File: src/aac_pkg.sv
// Constants, types and register map for the auto answer call controller.
// Assumes a 100 MHz system clock and an APB master with 32-bit data.
package aac_pkg;
   localparam int CLK_PERIOD_NS  = 10;
   localparam int TICK_PERIOD_NS = 1000000;
   localparam int TICK_CYCLES    = TICK_PERIOD_NS / CLK_PERIOD_NS;
   localparam int TMR_W          = 14;

   localparam logic [TMR_W-1:0] CARRIER_WAIT_MS = 14'h2800;
   localparam logic [TMR_W-1:0] LONG_SPACE_MS   = 14'h0500;
   localparam logic [TMR_W-1:0] CARRIER_LOSS_MS = 14'h0032;
   localparam logic [TMR_W-1:0] DLY_10240_MS    = 14'h2800;
   localparam logic [TMR_W-1:0] DLY_5120_MS     = 14'h1400;
   localparam logic [TMR_W-1:0] DLY_2560_MS     = 14'h0A00;
   localparam logic [TMR_W-1:0] DLY_1280_MS     = 14'h0500;
   localparam logic [TMR_W-1:0] DLY_640_MS      = 14'h0280;
   localparam logic [TMR_W-1:0] DLY_320_MS      = 14'h0140;
   localparam logic [TMR_W-1:0] DLY_160_MS      = 14'h00A0;
   localparam logic [TMR_W-1:0] DLY_80_MS       = 14'h0050;
   localparam logic [TMR_W-1:0] DLY_MIN_MS      = 14'h0002;

   localparam logic [7:0] ADDR_CTRL   = 8'h00;
   localparam logic [7:0] ADDR_STATUS = 8'h04;
   localparam logic [7:0] ADDR_CAUSE  = 8'h08;
   localparam logic [7:0] CTRL_RESET  = 8'h3E;

   typedef struct packed {
      logic [3:0] delay_sel;
      logic       abm_en;
      logic       long_space_en;
      logic       eot_en;
      logic       online;
   } aac_ctrl_s;

   typedef struct packed {
      logic long_space;
      logic eot;
      logic carrier_lost;
      logic no_carrier;
   } aac_cause_s;

   typedef enum logic [3:0] {
      idle_state      = 4'h1,
      answering_state = 4'h2,
      delay_state     = 4'h4,
      connected_state = 4'h8
   } aac_state_e;
endpackage : aac_pkg

File: src/aac_top.sv
// Auto answer call controller with APB register access.
// Assumes modem pins are asynchronous; end_char_received is on clk.
`timescale 1ns/1ps
module aac_top #(
   parameter int TICK_CYC = aac_pkg::TICK_CYCLES
) (
   input  wire logic        clk,
   input  wire logic        arst_n,
   input  wire logic        psel,
   input  wire logic        penable,
   input  wire logic        pwrite,
   input  wire logic [7:0]  paddr,
   input  wire logic [31:0] pwdata,
   output logic [31:0]      prdata,
   output logic             pready,
   output logic             pslverr,
   input  wire logic        set_ready_in,
   input  wire logic        carrier_present_in,
   input  wire logic        ring_in,
   input  wire logic        line_data_mark,
   input  wire logic        path_cut_through_in,
   input  wire logic        end_char_received,
   output logic             answer_line_out,
   output logic             off_hook_out,
   output logic             line_busy_out,
   output logic             answerback_store,
   output logic             blind_out,
   output logic             ring_lamp,
   output logic             term_ready_lamp,
   output logic             line_ready_lamp
);
   import aac_pkg::*;

   localparam int TCW = $clog2(TICK_CYC + 1);

   ////////////////////////////////////////////////////////////////////////
   // Input synchronisers
   logic [4:0] raw;
   logic [4:0] s1_r;
   logic [4:0] s2_r;
   logic [4:0] s3_r;
   logic [4:0] flt_r;
   assign raw = {path_cut_through_in, line_data_mark, ring_in,
                 carrier_present_in, set_ready_in};

   genvar gi;
   generate
      for (gi = 0; gi < 5; gi++) begin : g_sync
         always_ff @(posedge clk or negedge arst_n) begin
            if (!arst_n) begin
               s1_r[gi]  <= 1'b0;
               s2_r[gi]  <= 1'b0;
               s3_r[gi]  <= 1'b0;
               flt_r[gi] <= 1'b0;
            end else begin
               s1_r[gi] <= raw[gi];
               s2_r[gi] <= s1_r[gi];
               s3_r[gi] <= s2_r[gi];
               if (s2_r[gi] == s3_r[gi]) begin
                  flt_r[gi] <= s3_r[gi];
               end
            end
         end
      end
   endgenerate

   logic dsr;
   logic dcd;
   logic ring;
   logic mark;
   logic cut_thru;
   assign dsr      = flt_r[0];
   assign dcd      = flt_r[1];
   assign ring     = flt_r[2];
   assign mark     = flt_r[3];
   assign cut_thru = flt_r[4];

   ////////////////////////////////////////////////////////////////////////
   // Millisecond tick
   logic [TCW-1:0] tick_cnt_r;
   logic           tick_r;
   always_ff @(posedge clk or negedge arst_n) begin
      if (!arst_n) begin
         tick_cnt_r <= '0;
         tick_r     <= 1'b0;
      end else if (tick_cnt_r == TCW'(TICK_CYC - 1)) begin
         tick_cnt_r <= '0;
         tick_r     <= 1'b1;
      end else begin
         tick_cnt_r <= tick_cnt_r + 1'b1;
         tick_r     <= 1'b0;
      end
   end

   ////////////////////////////////////////////////////////////////////////
   // Registers and helpers
   aac_ctrl_s  ctrl_r;
   aac_cause_s cause_r;
   aac_cause_s cause_set;
   aac_state_e state_r;
   aac_state_e state_nxt;
   logic [TMR_W-1:0] tmr_r;
   logic [TMR_W-1:0] loss_r;
   logic dtr_r;
   logic dtr_nxt;

   function automatic logic [TMR_W-1:0] delay_ms(input logic [3:0] sel);
      case (sel)
         4'h0:    delay_ms = DLY_10240_MS;
         4'h1:    delay_ms = DLY_5120_MS;
         4'h2:    delay_ms = DLY_2560_MS;
         4'h3:    delay_ms = DLY_1280_MS;
         4'h4:    delay_ms = DLY_640_MS;
         4'h5:    delay_ms = DLY_320_MS;
         4'h6:    delay_ms = DLY_160_MS;
         4'h7:    delay_ms = DLY_80_MS;
         default: delay_ms = DLY_MIN_MS;
      endcase
   endfunction : delay_ms

   logic wait_to;
   logic dly_done;
   logic ls_to;
   logic carrier_lost;
   logic eot_hit;
   logic in_call;
   logic hang;
   assign wait_to      = (tmr_r >= CARRIER_WAIT_MS);
   assign dly_done     = (tmr_r >= delay_ms(ctrl_r.delay_sel));
   assign ls_to        = ctrl_r.long_space_en & (tmr_r >= LONG_SPACE_MS);
   assign carrier_lost = (loss_r >= CARRIER_LOSS_MS);
   assign eot_hit      = ctrl_r.eot_en & end_char_received;
   assign in_call      = (state_r != idle_state);
   assign hang         = in_call & (state_nxt == idle_state);

   ////////////////////////////////////////////////////////////////////////
   // Call state machine
   always_comb begin
      state_nxt = idle_state;
      case (state_r)
         idle_state: begin
            if (dtr_r & dsr) begin
               state_nxt = answering_state;
            end
         end
         answering_state: begin
            if (dcd) begin
               state_nxt = delay_state;
            end else if (!wait_to) begin
               state_nxt = answering_state;
            end
         end
         delay_state: begin
            state_nxt = dly_done ? connected_state : delay_state;
         end
         connected_state: begin
            if (!eot_hit & !carrier_lost & !ls_to) begin
               state_nxt = connected_state;
            end
         end
         default: state_nxt = idle_state;
      endcase
      if (!ctrl_r.online) begin
         state_nxt = idle_state;
      end
   end

   always_ff @(posedge clk or negedge arst_n) begin
      if (!arst_n) begin
         state_r <= idle_state;
      end else begin
         state_r <= state_nxt;
      end
   end

   ////////////////////////////////////////////////////////////////////////
   // Shared delay timer and carrier loss timer
   logic tmr_clr;
   logic tmr_run;
   assign tmr_clr = (state_r == idle_state)
                  | ((state_r == answering_state) & dcd)
                  | ((state_r == delay_state) & dly_done)
                  | ((state_r == connected_state) & mark);
   assign tmr_run = ((state_r == answering_state) & !dcd)
                  | (state_r == delay_state)
                  | ((state_r == connected_state) & !mark);

   always_ff @(posedge clk or negedge arst_n) begin
      if (!arst_n) begin
         tmr_r <= '0;
      end else if (tmr_clr) begin
         tmr_r <= '0;
      end else if (tick_r & tmr_run & (tmr_r != '1)) begin
         tmr_r <= tmr_r + 1'b1;
      end
   end

   always_ff @(posedge clk or negedge arst_n) begin
      if (!arst_n) begin
         loss_r <= '0;
      end else if (dcd | (state_r != connected_state)) begin
         loss_r <= '0;
      end else if (tick_r & !carrier_lost) begin
         loss_r <= loss_r + 1'b1;
      end
   end

   ////////////////////////////////////////////////////////////////////////
   // Answer line and off-hook
   assign dtr_nxt = ctrl_r.online & (ring | (dtr_r & !hang));

   always_ff @(posedge clk or negedge arst_n) begin
      if (!arst_n) begin
         dtr_r        <= 1'b0;
         off_hook_out <= 1'b0;
      end else begin
         dtr_r        <= dtr_nxt;
         off_hook_out <= dtr_nxt;
      end
   end
   assign answer_line_out = dtr_r;

   ////////////////////////////////////////////////////////////////////////
   // Lamps, busy and answer-back trigger
   always_ff @(posedge clk or negedge arst_n) begin
      if (!arst_n) begin
         line_busy_out    <= 1'b1;
         line_ready_lamp  <= 1'b0;
         term_ready_lamp  <= 1'b0;
         ring_lamp        <= 1'b0;
         answerback_store <= 1'b0;
      end else begin
         line_busy_out    <= (state_nxt != connected_state);
         line_ready_lamp  <= (state_nxt == connected_state);
         term_ready_lamp  <= ctrl_r.online;
         ring_lamp        <= (state_nxt == answering_state)
                           | ((state_nxt == idle_state) & ring);
         answerback_store <= ctrl_r.abm_en & (state_r == delay_state)
                           & (state_nxt == connected_state);
      end
   end

   ////////////////////////////////////////////////////////////////////////
   // Hang-up cause and blinding
   always_comb begin
      cause_set.no_carrier   = (state_r == answering_state) & !dcd & wait_to;
      cause_set.carrier_lost = (state_r == connected_state) & carrier_lost;
      cause_set.eot          = (state_r == connected_state) & eot_hit;
      cause_set.long_space   = (state_r == connected_state) & ls_to;
   end

   always_ff @(posedge clk or negedge arst_n) begin
      if (!arst_n) begin
         blind_out <= 1'b0;
      end else if (hang & (|cause_set)) begin
         blind_out <= 1'b1;
      end else if ((state_r == idle_state) & (state_nxt == answering_state)) begin
         blind_out <= 1'b0;
      end
   end

   ////////////////////////////////////////////////////////////////////////
   // APB slave
   logic acc_ok;
   logic [31:0] status_w;
   assign acc_ok = psel & penable & pready & !pslverr;
   assign status_w = {20'h00000, cut_thru, blind_out, dtr_r, line_busy_out,
                      dcd, dsr, ring, mark, state_r};

   always_ff @(posedge clk or negedge arst_n) begin
      if (!arst_n) begin
         pready  <= 1'b0;
         pslverr <= 1'b0;
         prdata  <= 32'h00000000;
      end else if (psel & !penable) begin
         pready  <= 1'b1;
         pslverr <= 1'b0;
         prdata  <= 32'h00000000;
         case (paddr)
            ADDR_CTRL:   prdata <= {24'h000000, ctrl_r};
            ADDR_STATUS: prdata <= status_w;
            ADDR_CAUSE:  prdata <= {28'h0000000, cause_r};
            default:     pslverr <= 1'b1;
         endcase
      end else begin
         pready  <= 1'b0;
         pslverr <= 1'b0;
      end
   end

   always_ff @(posedge clk or negedge arst_n) begin
      if (!arst_n) begin
         ctrl_r <= CTRL_RESET;
      end else if (acc_ok & pwrite & (paddr == ADDR_CTRL)) begin
         ctrl_r <= pwdata[7:0];
      end
   end

   always_ff @(posedge clk or negedge arst_n) begin
      if (!arst_n) begin
         cause_r <= '0;
      end else if (acc_ok & pwrite & (paddr == ADDR_CAUSE)) begin
         cause_r <= (cause_r & ~pwdata[3:0]) | cause_set;
      end else begin
         cause_r <= cause_r | cause_set;
      end
   end

   ////////////////////////////////////////////////////////////////////////
   // Assertions
   property p_abm_fire;
      @(posedge clk) disable iff (!arst_n)
      answerback_store |-> state_r == connected_state && $past(state_r) == delay_state;
   endproperty
   a_abm_fire: assert property (p_abm_fire) else $error("answer-back fired out of step");

   property p_busy;
      @(posedge clk) disable iff (!arst_n)
      line_busy_out == (state_r != connected_state);
   endproperty
   a_busy: assert property (p_busy) else $error("line busy wrong");

   property p_ready_lamp;
      @(posedge clk) disable iff (!arst_n)
      line_ready_lamp |-> state_r == connected_state && !line_busy_out;
   endproperty
   a_ready_lamp: assert property (p_ready_lamp) else $error("line ready without call");

   property p_wait_to;
      @(posedge clk) disable iff (!arst_n)
      state_r == answering_state && !dcd && tmr_r >= CARRIER_WAIT_MS
      |=> state_r == idle_state && !answer_line_out;
   endproperty
   a_wait_to: assert property (p_wait_to) else $error("no carrier timeout missed");

   property p_eot;
      @(posedge clk) disable iff (!arst_n)
      state_r == connected_state && eot_hit |=> !answer_line_out && blind_out ##1 !line_ready_lamp;
   endproperty
   a_eot: assert property (p_eot) else $error("end character did not hang up");

   property p_loss;
      @(posedge clk) disable iff (!arst_n)
      state_r == connected_state && loss_r >= CARRIER_LOSS_MS |=> state_r == idle_state;
   endproperty
   a_loss: assert property (p_loss) else $error("carrier loss missed");

   property p_mark_clr;
      @(posedge clk) disable iff (!arst_n)
      state_r == connected_state && mark |=> tmr_r == '0;
   endproperty
   a_mark_clr: assert property (p_mark_clr) else $error("mark did not clear timer");

   property p_dly;
      @(posedge clk) disable iff (!arst_n)
      state_r == delay_state && dly_done |=> state_r == connected_state || !ctrl_r.online;
   endproperty
   a_dly: assert property (p_dly) else $error("delay expiry ignored");

   property p_tick;
      @(posedge clk) disable iff (!arst_n)
      tick_r |-> tick_cnt_r == '0 ##1 !tick_r;
   endproperty
   a_tick: assert property (p_tick) else $error("tick too frequent");

   c_connect: cover property (@(posedge clk) disable iff (!arst_n) answerback_store);
   c_eot: cover property (@(posedge clk) disable iff (!arst_n)
      state_r == connected_state && eot_hit);
   c_no_carrier: cover property (@(posedge clk) disable iff (!arst_n) cause_set.no_carrier);
endmodule : aac_top

File: config.mk
export PLATFORM = sky130hd
export DESIGN_NAME = aac_top
export DESIGN_NICKNAME = d
export VERILOG_FILES = /design/src/aac_pkg.sv /design/src/aac_top.sv
export SDC_FILE = /design/constraint.sdc
export NUM_CORES = 1
export LEC_CHECK = 0
export BUFFER_PORTS_ARGS = -buffer_cell sky130_fd_sc_hd__buf_2
export CAP_MARGIN = 20
export CELL_PAD_IN_SITES_DETAIL_PLACEMENT = 1
export CELL_PAD_IN_SITES_GLOBAL_PLACEMENT = 1
export CORE_MARGIN = 5
export CORE_UTILIZATION = 39
export DETAILED_ROUTE_END_ITERATION = 7
export PLACE_DENSITY = 0.78
export SKIP_LAST_GASP = 1
export SLEW_MARGIN = 30
export SYNTH_ARGS = -nofsm -noshare
export SYNTH_HDL_FRONTEND = slang
export SYNTH_SLANG_ARGS = --single-unit
export TNS_END_PERCENT = 100
File: constraint.sdc
create_clock -name clk -period 2.2 [get_ports clk]
set_input_delay 0.33 -clock clk [delete_from_list [all_inputs] [get_ports clk]]
set_output_delay 0.33 -clock clk [all_outputs]
set_load 0.05 [all_outputs]
==> results of run 1 <==
## metrics by stage
stage	area (µm²)	std cells	hold WS, ns	power (mW)
after floorplan	5040	491	0.0344	2.13
after global placement	5570	714	0.321	2.20
after detailed placement	5570	714	0.327	2.20
after CTS	5930	732	0.0715	3.80
after global routing	6070	733	0.0642	3.91
final	6070	733	0.0767	3.77
## routing by layer
metal	wire length, µm	vias up	GRT usage
met5	0	-	0
met4	411	0	0.0644
met3	650	30	0.0429
met2	6940	115	0.292
met1	5290	1920	0.206
li1	-	1776	-
## sequential cells by signal, indices dropped and copies added, names as in the netlist, 4 cells and up
signal / cells
tick_cnt_r: 17
loss_r: 14
tmr_r: 14
prdata: 12
ctrl_r: 8
s1_r: 5
s2_r: 5
s3_r: 5
cause_r: 4
state_r: 4
## layout by cell type, fill, tap and decap left out, types with 11 or more instances in the layout
master   count
dfrtp_1     96
buf_2       47
nand2_1     46
nor2_1      41
buf_4       35
xnor2_1     21
conb_1      20
o21ai_0     15
nand3_1     15
a21oi_1     14
and3_1      13
nand4_1     12
ha_1        12
inv_1       11
nor3_1      11
## worst max-delay path by stage
stage	endpoint	from	slack [ns]	cells past startpoint
3_5_place_dp	answerback_store$_DFF_PN0_	ctrl_r[4]$_DFFE_PN1P_	-0.21	10
5_1_grt	answerback_store$_DFF_PN0_	ctrl_r[4]$_DFFE_PN1P_	-0.32	9
2_1_floorplan	tmr_r[5]$_DFFE_PN0P_	ctrl_r[6]$_DFFE_PN0P_	-0.03	9
4_1_cts	answerback_store$_DFF_PN0_	ctrl_r[7]$_DFFE_PN0P_	-0.11	8
3_3_place_gp	answerback_store$_DFF_PN0_	ctrl_r[4]$_DFFE_PN1P_	-0.18	10
6_report	answerback_store$_DFF_PN0_	ctrl_r[4]$_DFFE_PN1P_	-0.26	9
## power by group
part | total [mW] | switching, mW | internal, mW | leakage (nW)
Clock | 1.61 | 0.777 | 0.831 | 0.146
Combinational | 0.227 | 0.176 | 0.0510 | 1.27
Sequential | 1.94 | 0.0194 | 1.92 | 1.34
Total | 3.77 | 0.973 | 2.80 | 2.75
## worst max-delay path: stages (launching register included)
cell	delay (ns)
dfstp_2	0.57
nor2b_4	0.20
nand2b_1	0.09
ha_1	0.30
and4_1	0.22
and2_4	0.16
a22o_4	0.25
o31ai_4	0.26
inv_2	0.09
and3_1	0.20
## kinds of logic (layout without fill, tap and decap cells)
| logic type | after synthesis | in the layout |
|---|---|---|
| buf+inv | 48 | 118 |
| flops | 103 | 103 |
| simple gates | 193 | 193 |
| other cells | 1 | 20 |
| mux | 17 | 17 |
| xor+xnor | 31 | 31 |
| compound gates | 58 | 58 |
| fa+ha+maj | 21 | 21 |
## area by class of cell
cell class | instances | area [µm²] | share of cell area
clock buffers | 10 | 239 | 0.0394
clock inverters | 6 | 63.8 | 0.0105
inverters | 13 | 48.8 | 0.00804
multi-input cells | 340 | 2310 | 0.381
flip-flops and latches | 103 | 2590 | 0.426
well taps | 172 | 215 | 0.0355
repair buffers | 89 | 607 | 0.100
## timing repair
action,in CTS,in global routing
setup endpoints to repair,18,19
buffers inserted,1,1
hold buffers,1,0
pin swaps,7,2
cloned,0,1
hold endpoints to repair,29,0
resized for setup,7,24
==> impl_results.md, run 1 <==
- Count leader, synth: dfrtp_1
- Worst vdd ir: 0.389 mV
- Synth Area in XOR/XNOR: 0.0549
- CP Max Fanout: 4
- Vias/cell: 5.24
- Core Footprint: 12500 µm²
- Slew headroom: 0.600
- Global-route wire length before repair: 20300 µm
- Final Skew: 0.00716 ns
- IO Port Bufs: 48
- Setup TNS: -3.77 ns
- Final WL: 13300 µm
- I/O Pins: 93
- R2R depth: 9
- Final hold viol count: 0
- Area grow syn2layout: 22.7%
- GR Overflow Total: 0
- Status: finished, violations left
- Routability-driven placement congestion ratio: 0.880
- Die X-Extent: 123 µm
- Worst Hold Class: in -> reg
- Power Dens Cells: 622 nW/µm²
- Share of synthesized cell area in full adder, half adder and majority cells: 0.0506
- Top FF cell, synth: dfrtp_1
- FP Rows: 41
- Die Ht: 123 µm
- Failing checks: setup timing
- Vias in the first global route: 4190
- Share of the synthesized area in the top cell type: 0.486
- Final setup fails: 18
- Root Buffer: clkbuf_16
- Reg2reg end: answerback_store$_DFF_PN0_
- Clk Latency, worst-skew pair: 0.35 ns
- H-tree levels: 3
- Min Tclk post-route: 2.46 ns
- HPWL after detailed placement: 8930 µm
- Post-synthesis compound-gate area fraction: 0.0756
- EDFF count, synth: 0
- Via count: 3841
- Final Max Tran Viols: 0
- Flop2flop setup slack: -0.26 ns
- Async S/R FF share, synth: 1.00
- # Max-Cap Violations: 0
- Min-delay src: ring_in
- Routed Antenna Nets: 0
- Seq/Total Area, Yosys: 0.523
- Post-route clock period utilization: 1.12
- Final WS setup: -0.256 ns
- Initial antenna violation count: 0
- Clk buf depth: 2
- Nets@finish: 623
- Crit Path Class: reg -> reg
- YS warnings: 0
- CP Launch Type: flop
- Area leader, netlist: dfrtp_1
- FF+latch count, synth: 103
- Synth area leaders: dfrtp_1, ha_1, nand2_1
- DP Worst Slack: -0.212 ns
- DR WL/cell: 18.1 µm
- Fmax: 407 MHz
- Aggregate global-route resource usage: 0.170
- Die area: 15000 µm²
- Largest family of logic cells by synthesized area: simple AND/OR/NAND/NOR gates
- CP arrival: 2.69 ns
- Total CTS buffers: 9
- WP data required: 2.44 ns
- Starting DRC count in detailed routing: 364
- Worst r2r src: ctrl_r[4]$_DFFE_PN1P_
- RSZ-0062 raised after global routing: true
- Hold endpoint: s1_r[2]$_DFF_PN0_
- Inserted Diodes: 0
- Largest net degree at the start of global routing: 51
- Synth Cell Area: 4950 µm²
- # DRC: 0
- Post-synth cell types: 53
- First drt pass iteration count: 4
- Post-layout util: 0.485
- Syn Inst Count: 472
- CTS tree: done
- Clk pin slew, worst setup/hold paths: 0.08 ns
- Total clock sinks: 103
- Hold depth: 1
- Synth Area in Simple Gates: 0.204
- Top post-synthesis cells by count: dfrtp_1, nand2_1, nor2_1
- Synth Area per Inst: 10.5 µm²
- Layout cells sized above 1: 0.273
- Initial Util: 0.395
- Worst slew pin tran: 0.595 ns
- Mux contribution to synthesized area: 0.0364
- P_leak: 2.75 nW
- Filler cells: 1404
- Worst setup EP type: flop
Power figures use the tool's default switching activity.
==> inputs of run 2 (changes only) <==
PLACE_DENSITY = default   (was 0.78)
PLACE_DENSITY_LB_ADDON = 0.1   (was default)
SKIP_LAST_GASP = default   (was 1)
==> run 2 against run 1 <==
The flow still finishes with violations (setup timing). Combinational power is essentially flat. Via count shrank 5.7%. Design area shrank 0.93%. Critical path type unchanged. Total power shrank 1.2%. Routed wire length shrank 13%.
==> impl_results.md, run 2 (same netlist as run 1, synthesis figures left out) <==
- Starting DRC count in detailed routing: 95
- Largest register FFs: 17
- H-tree levels: 3
- Final hold viol count: 0
- I/O Pins: 93
- Clk buf depth: 2
- Final Skew: 0.0113 ns
- Register Area: 2590 µm²
- RSZ-0062 raised after global routing: true
- Via count: 3623
- P_leak: 2.75 nW
- CP Launch Type: flop
- Crit Path Class: reg -> reg
- Fmax: 435 MHz
- Power Dens Cells: 620 nW/µm²
- Largest regs: tick_cnt_r: 17 flops, loss_r: 14 flops, tmr_r: 14 flops
- Slew headroom: 0.622
- Tot Pwr: 3.73 mW
- Aggregate global-route resource usage: 0.165
- Crit-path max cell delay: 0.39 ns
- CP top delay family: simple AND/OR/NAND/NOR gates
- Most frequent cells in the layout: dfrtp_1, nand2_1, buf_2
- IO Port Bufs: 48
- Placed Cells: 715
- CP Max Fanout: 14
- Core Footprint: 12500 µm²
- DR WL/cell: 15.6 µm
- Routed Antenna Nets: 0
- Commonest non-fill, non-tap cell in the layout: dfrtp_1
- Vias/cell: 4.92
- Post-route clock period utilization: 1.05
- Multi-input gate area: 2270 µm²
- HPWL after detailed placement: 8520 µm
- CTS tree: done
- Final Max Tran Viols: 0
- Final setup fails: 15
- Status: finished, violations left
- Die Ht: 123 µm
- DP Worst Slack: -0.132 ns
- Failing checks: setup timing
- Nets@finish: 627
- Critical-path cell list: buf_4 -> or3_4 -> ha_4 -> and4_1 -> and2_1 -> a22o_1 -> a211o_1 -> buf_12 -> a21oi_1
- Layout cells sized above 1: 0.274
- Setup TNS: -0.905 ns
- FP Rows: 41
- Clk pin slew, worst setup/hold paths: 0.07 ns
- Total clock sinks: 103
- Total CTS buffers: 9
- Routability-driven placement congestion ratio: 0.821
- Filler cells: 1443
- Largest net degree at the start of global routing: 41
- GR Overflow Total: 0
- Layout Cells excl Fill: 737
- Max stage delay cell, worst path: dfstp_2
- WP data required: 2.48 ns
- Clk Latency, worst-skew pair: 0.36 ns
- Worst Hold Class: in -> reg
- Final WS setup: -0.100 ns
- # Max-Cap Violations: 0
- Global-route wire length before repair: 19300 µm
- Die area: 15000 µm²
- Biggest register: tick_cnt_r
- Vias in the first global route: 3846
- CP arrival: 2.58 ns
- Initial antenna violation count: 0
- Crit path buf inv count: 2
- Area grow syn2layout: 21.6%
- Root Buffer: clkbuf_16
- Final WL: 11500 µm
- First drt pass iteration count: 4
- Initial Util: 0.395
- Inserted Diodes: 0
- Worst setup EP type: flop
- Worst vdd ir: 0.608 mV
- Min Tclk post-route: 2.30 ns
- Worst slew pin tran: 0.567 ns
- Die X-Extent: 123 µm
- Post-layout util: 0.480
- # DRC: 0
run 2: cell types whose count changed in the layout (fill, tap and decap cells not counted), sizes merged:
cell / delta
buf: +5
clkbuf: -2
inv: +1
run 2: path summary, 6_finish.rpt:
path | end | depth (start not counted) | start | slack (ns)
max | tmr_r[11]$_DFFE_PN0P_ | 9 | ctrl_r[4]$_DFFE_PN1P_ | -0.10
min | s1_r[1]$_DFF_PN0_ | 1 | carrier_present_in | 0.08
max reg2reg | tmr_r[11]$_DFFE_PN0P_ | 9 | ctrl_r[4]$_DFFE_PN1P_ | -0.10
min reg2reg | s2_r[0]$_DFF_PN0_ | 0 | s1_r[0]$_DFF_PN0_ | 0.35
max in group asynchronous | ctrl_r[5]$_DFFE_PN1P_ | 3 | arst_n | 1.08
min in group asynchronous | prdata[8]$_DFFE_PN0P_ | 2 | arst_n | 0.47
run 2: repair_timing:
item / in CTS / in global routing
endpoints found under the setup margin: 17 / 21
pin swaps: 5 / 1
hold endpoints to repair: 27 / 0
hold buffers: 1 / 0
setup buffers: 1 / 4
resized for setup: 11 / 12
run 2: final cells by class:
cell class / count / share of cell area
clock inverters: 7 / 0.0102
repair buffers: 93 / 0.101
flip-flops and latches: 103 / 0.430
well taps: 172 / 0.0358
clock buffers: 9 / 0.0375
inverters: 13 / 0.00811
multi-input cells: 340 / 0.377
run 2: per-stage QoR:
step / instance area [µm²] / hold WS (ns)
global placement: 5580 / 0.308
detailed placement: 5580 / 0.310
global route: 6010 / 0.0568
CTS: 5950 / 0.0617
floorplan: 5040 / 0.0344
finish: 6010 / 0.0763
run 2: per-layer routing:
layer | up-vias | share of wire | global-route usage
li1 | 1788 | - | -
met1 | 1774 | 0.47 | 0.213
met2 | 48 | 0.48 | 0.272
met3 | 13 | 0.035 | 0.0475
met4 | 0 | 0.013 | 0.0420
met5 | - | 0 | 0
run 2: where the power goes:
group          leakage [nW]  internal [mW]  switching (mW)
combinational          1.27         0.0546           0.173
sequential             1.34           1.92          0.0189
clock                 0.140          0.792           0.771
total                  2.75           2.77           0.964
==> inputs of run 3 (changes only) <==
ABC_AREA = 1   (was default)
BUFFER_PORTS_ARGS = -buffer_cell sky130_fd_sc_hd__buf_4   (was -buffer_cell sky130_fd_sc_hd__buf_2)
CORE_UTILIZATION = 38   (was 39)
==> run 3 against run 2 <==
The flow finishes with violations (hold timing, setup timing). Via count is 14% higher. Critical path depth is 6 higher. Clock power hardly changed. Critical endpoint is now answerback_store$_DFF_PN0_. Global-route usage is 0.29 points lower. Synthesized cell count is 28% higher. Largest power group unchanged.
==> impl_results.md, run 3 <==
- Status: finished, violations left
- Failing checks: hold timing, setup timing
- Initial antenna violation count: 0
- Largest regs: tick_cnt_r: 17 flops, loss_r: 14 flops, tmr_r: 14 flops
- Largest net degree at the start of global routing: 104
- FF+latch count, synth: 103
- Switch Pwr: 0.949 mW
- Logic gate share of total power: 0.061
- Clk pin slew, worst setup/hold paths: 0.07 ns
- First drt pass iteration count: 4
- IO Port Bufs: 48
- Via count: 4120
- Top FF cell, synth: dfrtp_1
- Cts hold-fix bufs: 0
- Most frequent cells in the layout: nand2_1, dfrtp_1, buf_4
- CP Max Fanout: 6
- Vias/cell: 4.72
- Post-route clock period utilization: 1.01
- Top post-synthesis cells by count: nand2_1, dfrtp_1, inv_1
- EDFF count, synth: 0
- YS warnings: 0
- Routed Antenna Nets: 0
- Aggregate global-route resource usage: 0.162
- Sw Share: 0.256
- # DRC: 0
- Power Dens Cells: 584 nW/µm²
- Global-route wire length before repair: 21000 µm
- Starting DRC count in detailed routing: 124
- DR WL/cell: 14.5 µm
- HPWL after detailed placement: 9430 µm
- Largest register FFs: 17
- Reg2reg end: answerback_store$_DFF_PN0_
- Crit Path Class: reg -> reg
- Core Footprint: 13300 µm²
- H-tree levels: 3
- CP top delay family: simple AND/OR/NAND/NOR gates
- Area leader, netlist: dfrtp_1
- Synth area leaders: dfrtp_1, nand2_1, inv_1
- Synth Area per Inst: 8.60 µm²
- Initial Util: 0.390
- Inserted Diodes: 0
- Mux contribution to synthesized area: 0
- Fmax: 448 MHz
- Flop2flop setup slack: -0.03 ns
- Final hold viol count: 2
- Count leader, synth: nand2_1
- Min Tclk post-route: 2.23 ns
- Worst slew pin tran: 0.609 ns
- WP data required: 2.49 ns
- Seq pwr share: 0.523
- Total clock sinks: 103
- Worst Hold Class: in -> async
- Largest family of logic cells by synthesized area: simple AND/OR/NAND/NOR gates
- Setup TNS: -0.0958 ns
- Async S/R FF share, synth: 1.00
- Seq/Total Area, Yosys: 0.497
- Synth Area in Simple Gates: 0.267
- # Max-Cap Violations: 0
- Worst vdd ir: 0.322 mV
- Total CTS buffers: 9
- Routability-driven placement congestion ratio: 0.814
- Worst setup EP type: flop
- Commonest non-fill, non-tap cell in the layout: nand2_1
- Layout cells sized above 1: 0.239
- Cell Int Power: 2.76 mW
- Cell mode on critical path: nand2_4
- GR Overflow Total: 0
- Die X-Extent: 127 µm
- Synth Cell Area: 5210 µm²
- Post-layout util: 0.476
- RSZ-0062 raised after global routing: true
- FP Rows: 42
- Nets@finish: 758
- Die area: 16100 µm²
- Crit-path max cell delay: 0.47 ns
- Final Max Tran Viols: 0
- Final WL: 12700 µm
- Post-synthesis compound-gate area fraction: 0.0586
- Vias in the first global route: 4287
- Slew headroom: 0.594
- Crit path buf inv count: 3
- Root Buffer: clkbuf_16
- Hold Slack: -0.0121 ns
- Die Ht: 127 µm
- Synth Area in XOR/XNOR: 0.0319
- CTS tree: done
- Area grow syn2layout: 21.9%
- Clk buf depth: 2
- Clock power share: 0.416
- P_leak: 3.07 nW
- Post-synth cell types: 41
- Share of the synthesized area in the top cell type: 0.461
- Share of synthesized cell area in full adder, half adder and majority cells: 0.0480
- CP Launch Type: flop
- Syn Inst Count: 606
- Worst r2r src: ctrl_r[7]$_DFFE_PN0P_
- Max stage delay cell, worst path: dfrtp_2
- Filler cells: 1613
- CP arrival: 2.52 ns
- Final setup fails: 7
- Critical-path cell list: nor3_4 -> inv_1 -> nand2_1 -> o21ai_1 -> ha_1 -> buf_4 -> nand2_1 -> nor2_1 -> nand3_2 -> nand3_2 -> nand2_4 -> buf_4 -> nand2_4 -> nand2_4 -> nor2_2
- Final WS setup: -0.0326 ns
- R2R depth: 15
- I/O Pins: 93
- Biggest register: tick_cnt_r
- Clk Latency, worst-skew pair: 0.35 ns
- Final Skew: 0.00897 ns
## run 3: cell types whose count changed after synthesis, moves of 8 or more
cell | before | now
mux2i_1 | 9 | 0
xnor2_1 | 21 | 6
and3_1 | 13 | 0
nand2_1 | 50 | 143
mux2_2 | 8 | 0
inv_1 | 13 | 80
nor2_1 | 44 | 68
nand3_1 | 16 | 31
clkbuf_1 | 10 | 2
## run 3: routing by layer
layer	vias to the layer above	part of all wire	global-route usage
met3	11	0.036	0.0363
met2	47	0.48	0.270
met5	-	0	0
li1	2048	-	-
met1	2014	0.47	0.213
met4	0	0.011	0.0454
## run 3: how the worst max path moves through the flow
stage / from / endpoint / slack (ns) / cells past startpoint
after floorplan: ctrl_r[4]$_DFFE_PN1P_ / tmr_r[10]$_DFFE_PN0P_ / 0.05 / 14
after global placement: ctrl_r[7]$_DFFE_PN0P_ / answerback_store$_DFF_PN0_ / -0.12 / 14
after detailed placement: ctrl_r[4]$_DFFE_PN1P_ / answerback_store$_DFF_PN0_ / -0.24 / 15
after CTS: ctrl_r[4]$_DFFE_PN1P_ / answerback_store$_DFF_PN0_ / -0.07 / 15
after global routing: ctrl_r[7]$_DFFE_PN0P_ / tmr_r[8]$_DFFE_PN0P_ / -0.22 / 13
final: ctrl_r[7]$_DFFE_PN0P_ / answerback_store$_DFF_PN0_ / -0.03 / 15
## run 3: power by group through the flow
stage | Combinational, mW | Clock [mW] | Sequential (mW)
3_3_place_gp | 0.227 | 0 | 1.97
5_1_grt | 0.248 | 1.69 | 1.94
4_1_cts | 0.231 | 1.60 | 1.94
6_report | 0.227 | 1.54 | 1.94
3_5_place_dp | 0.230 | 0 | 1.98
2_1_floorplan | 0.135 | 0 | 1.99
## run 3: cells by family after synthesis
kind of cell / count (synthesis)
AO/OA/AOI/OAI: 52
XOR/XNOR: 19
adder cells (fa/ha/maj): 21
buffers and inverters: 109
flip-flops: 103
other: 1
AND/OR/NAND/NOR: 301
## run 3: repair_timing
item / 4_1_cts / 5_1_grt
setup buffers: 4 / 2
endpoints found under the hold margin: 0 / 0
pin swaps: 20 / 12
endpoints found under the setup margin: 19 / 19
resized for setup: 25 / 15
## run 3: final cells by class
type                    count  area (µm²)  share of cell area
inverters                  82         308              0.0485
flip-flops and latches    103        2590               0.408
repair buffers             82         636               0.100
well taps                 176         220              0.0347
multi-input cells         413        2320               0.365
clock buffers               9         225              0.0355
clock inverters             7        56.3             0.00887
## run 3: worst register-to-register path, cell delays in order, from the launching register on
cell,delay (ns)
dfrtp_2,0.47
nor3_4,0.21
inv_1,0.07
nand2_1,0.05
o21ai_1,0.07
ha_1,0.36
buf_4,0.13
nand2_1,0.05
nor2_1,0.12
nand3_2,0.10
nand3_2,0.11
nand2_4,0.07
buf_4,0.14
nand2_4,0.06
nand2_4,0.06
nor2_2,0.11
## run 3: per-stage QoR
stage | setup slack, ns | hold WS [ns] | std cells | power, mW | area [µm²]
floorplan | 0.0465 | 0.0344 | 625 | 2.12 | 5280
global placement | -0.118 | 0.335 | 851 | 2.20 | 5900
detailed placement | -0.244 | 0.336 | 851 | 2.21 | 5900
CTS | -0.0689 | 0.0641 | 871 | 3.77 | 6290
global route | -0.218 | 0.0586 | 872 | 3.88 | 6350
finish | -0.0326 | -0.0121 | 872 | 3.71 | 6350
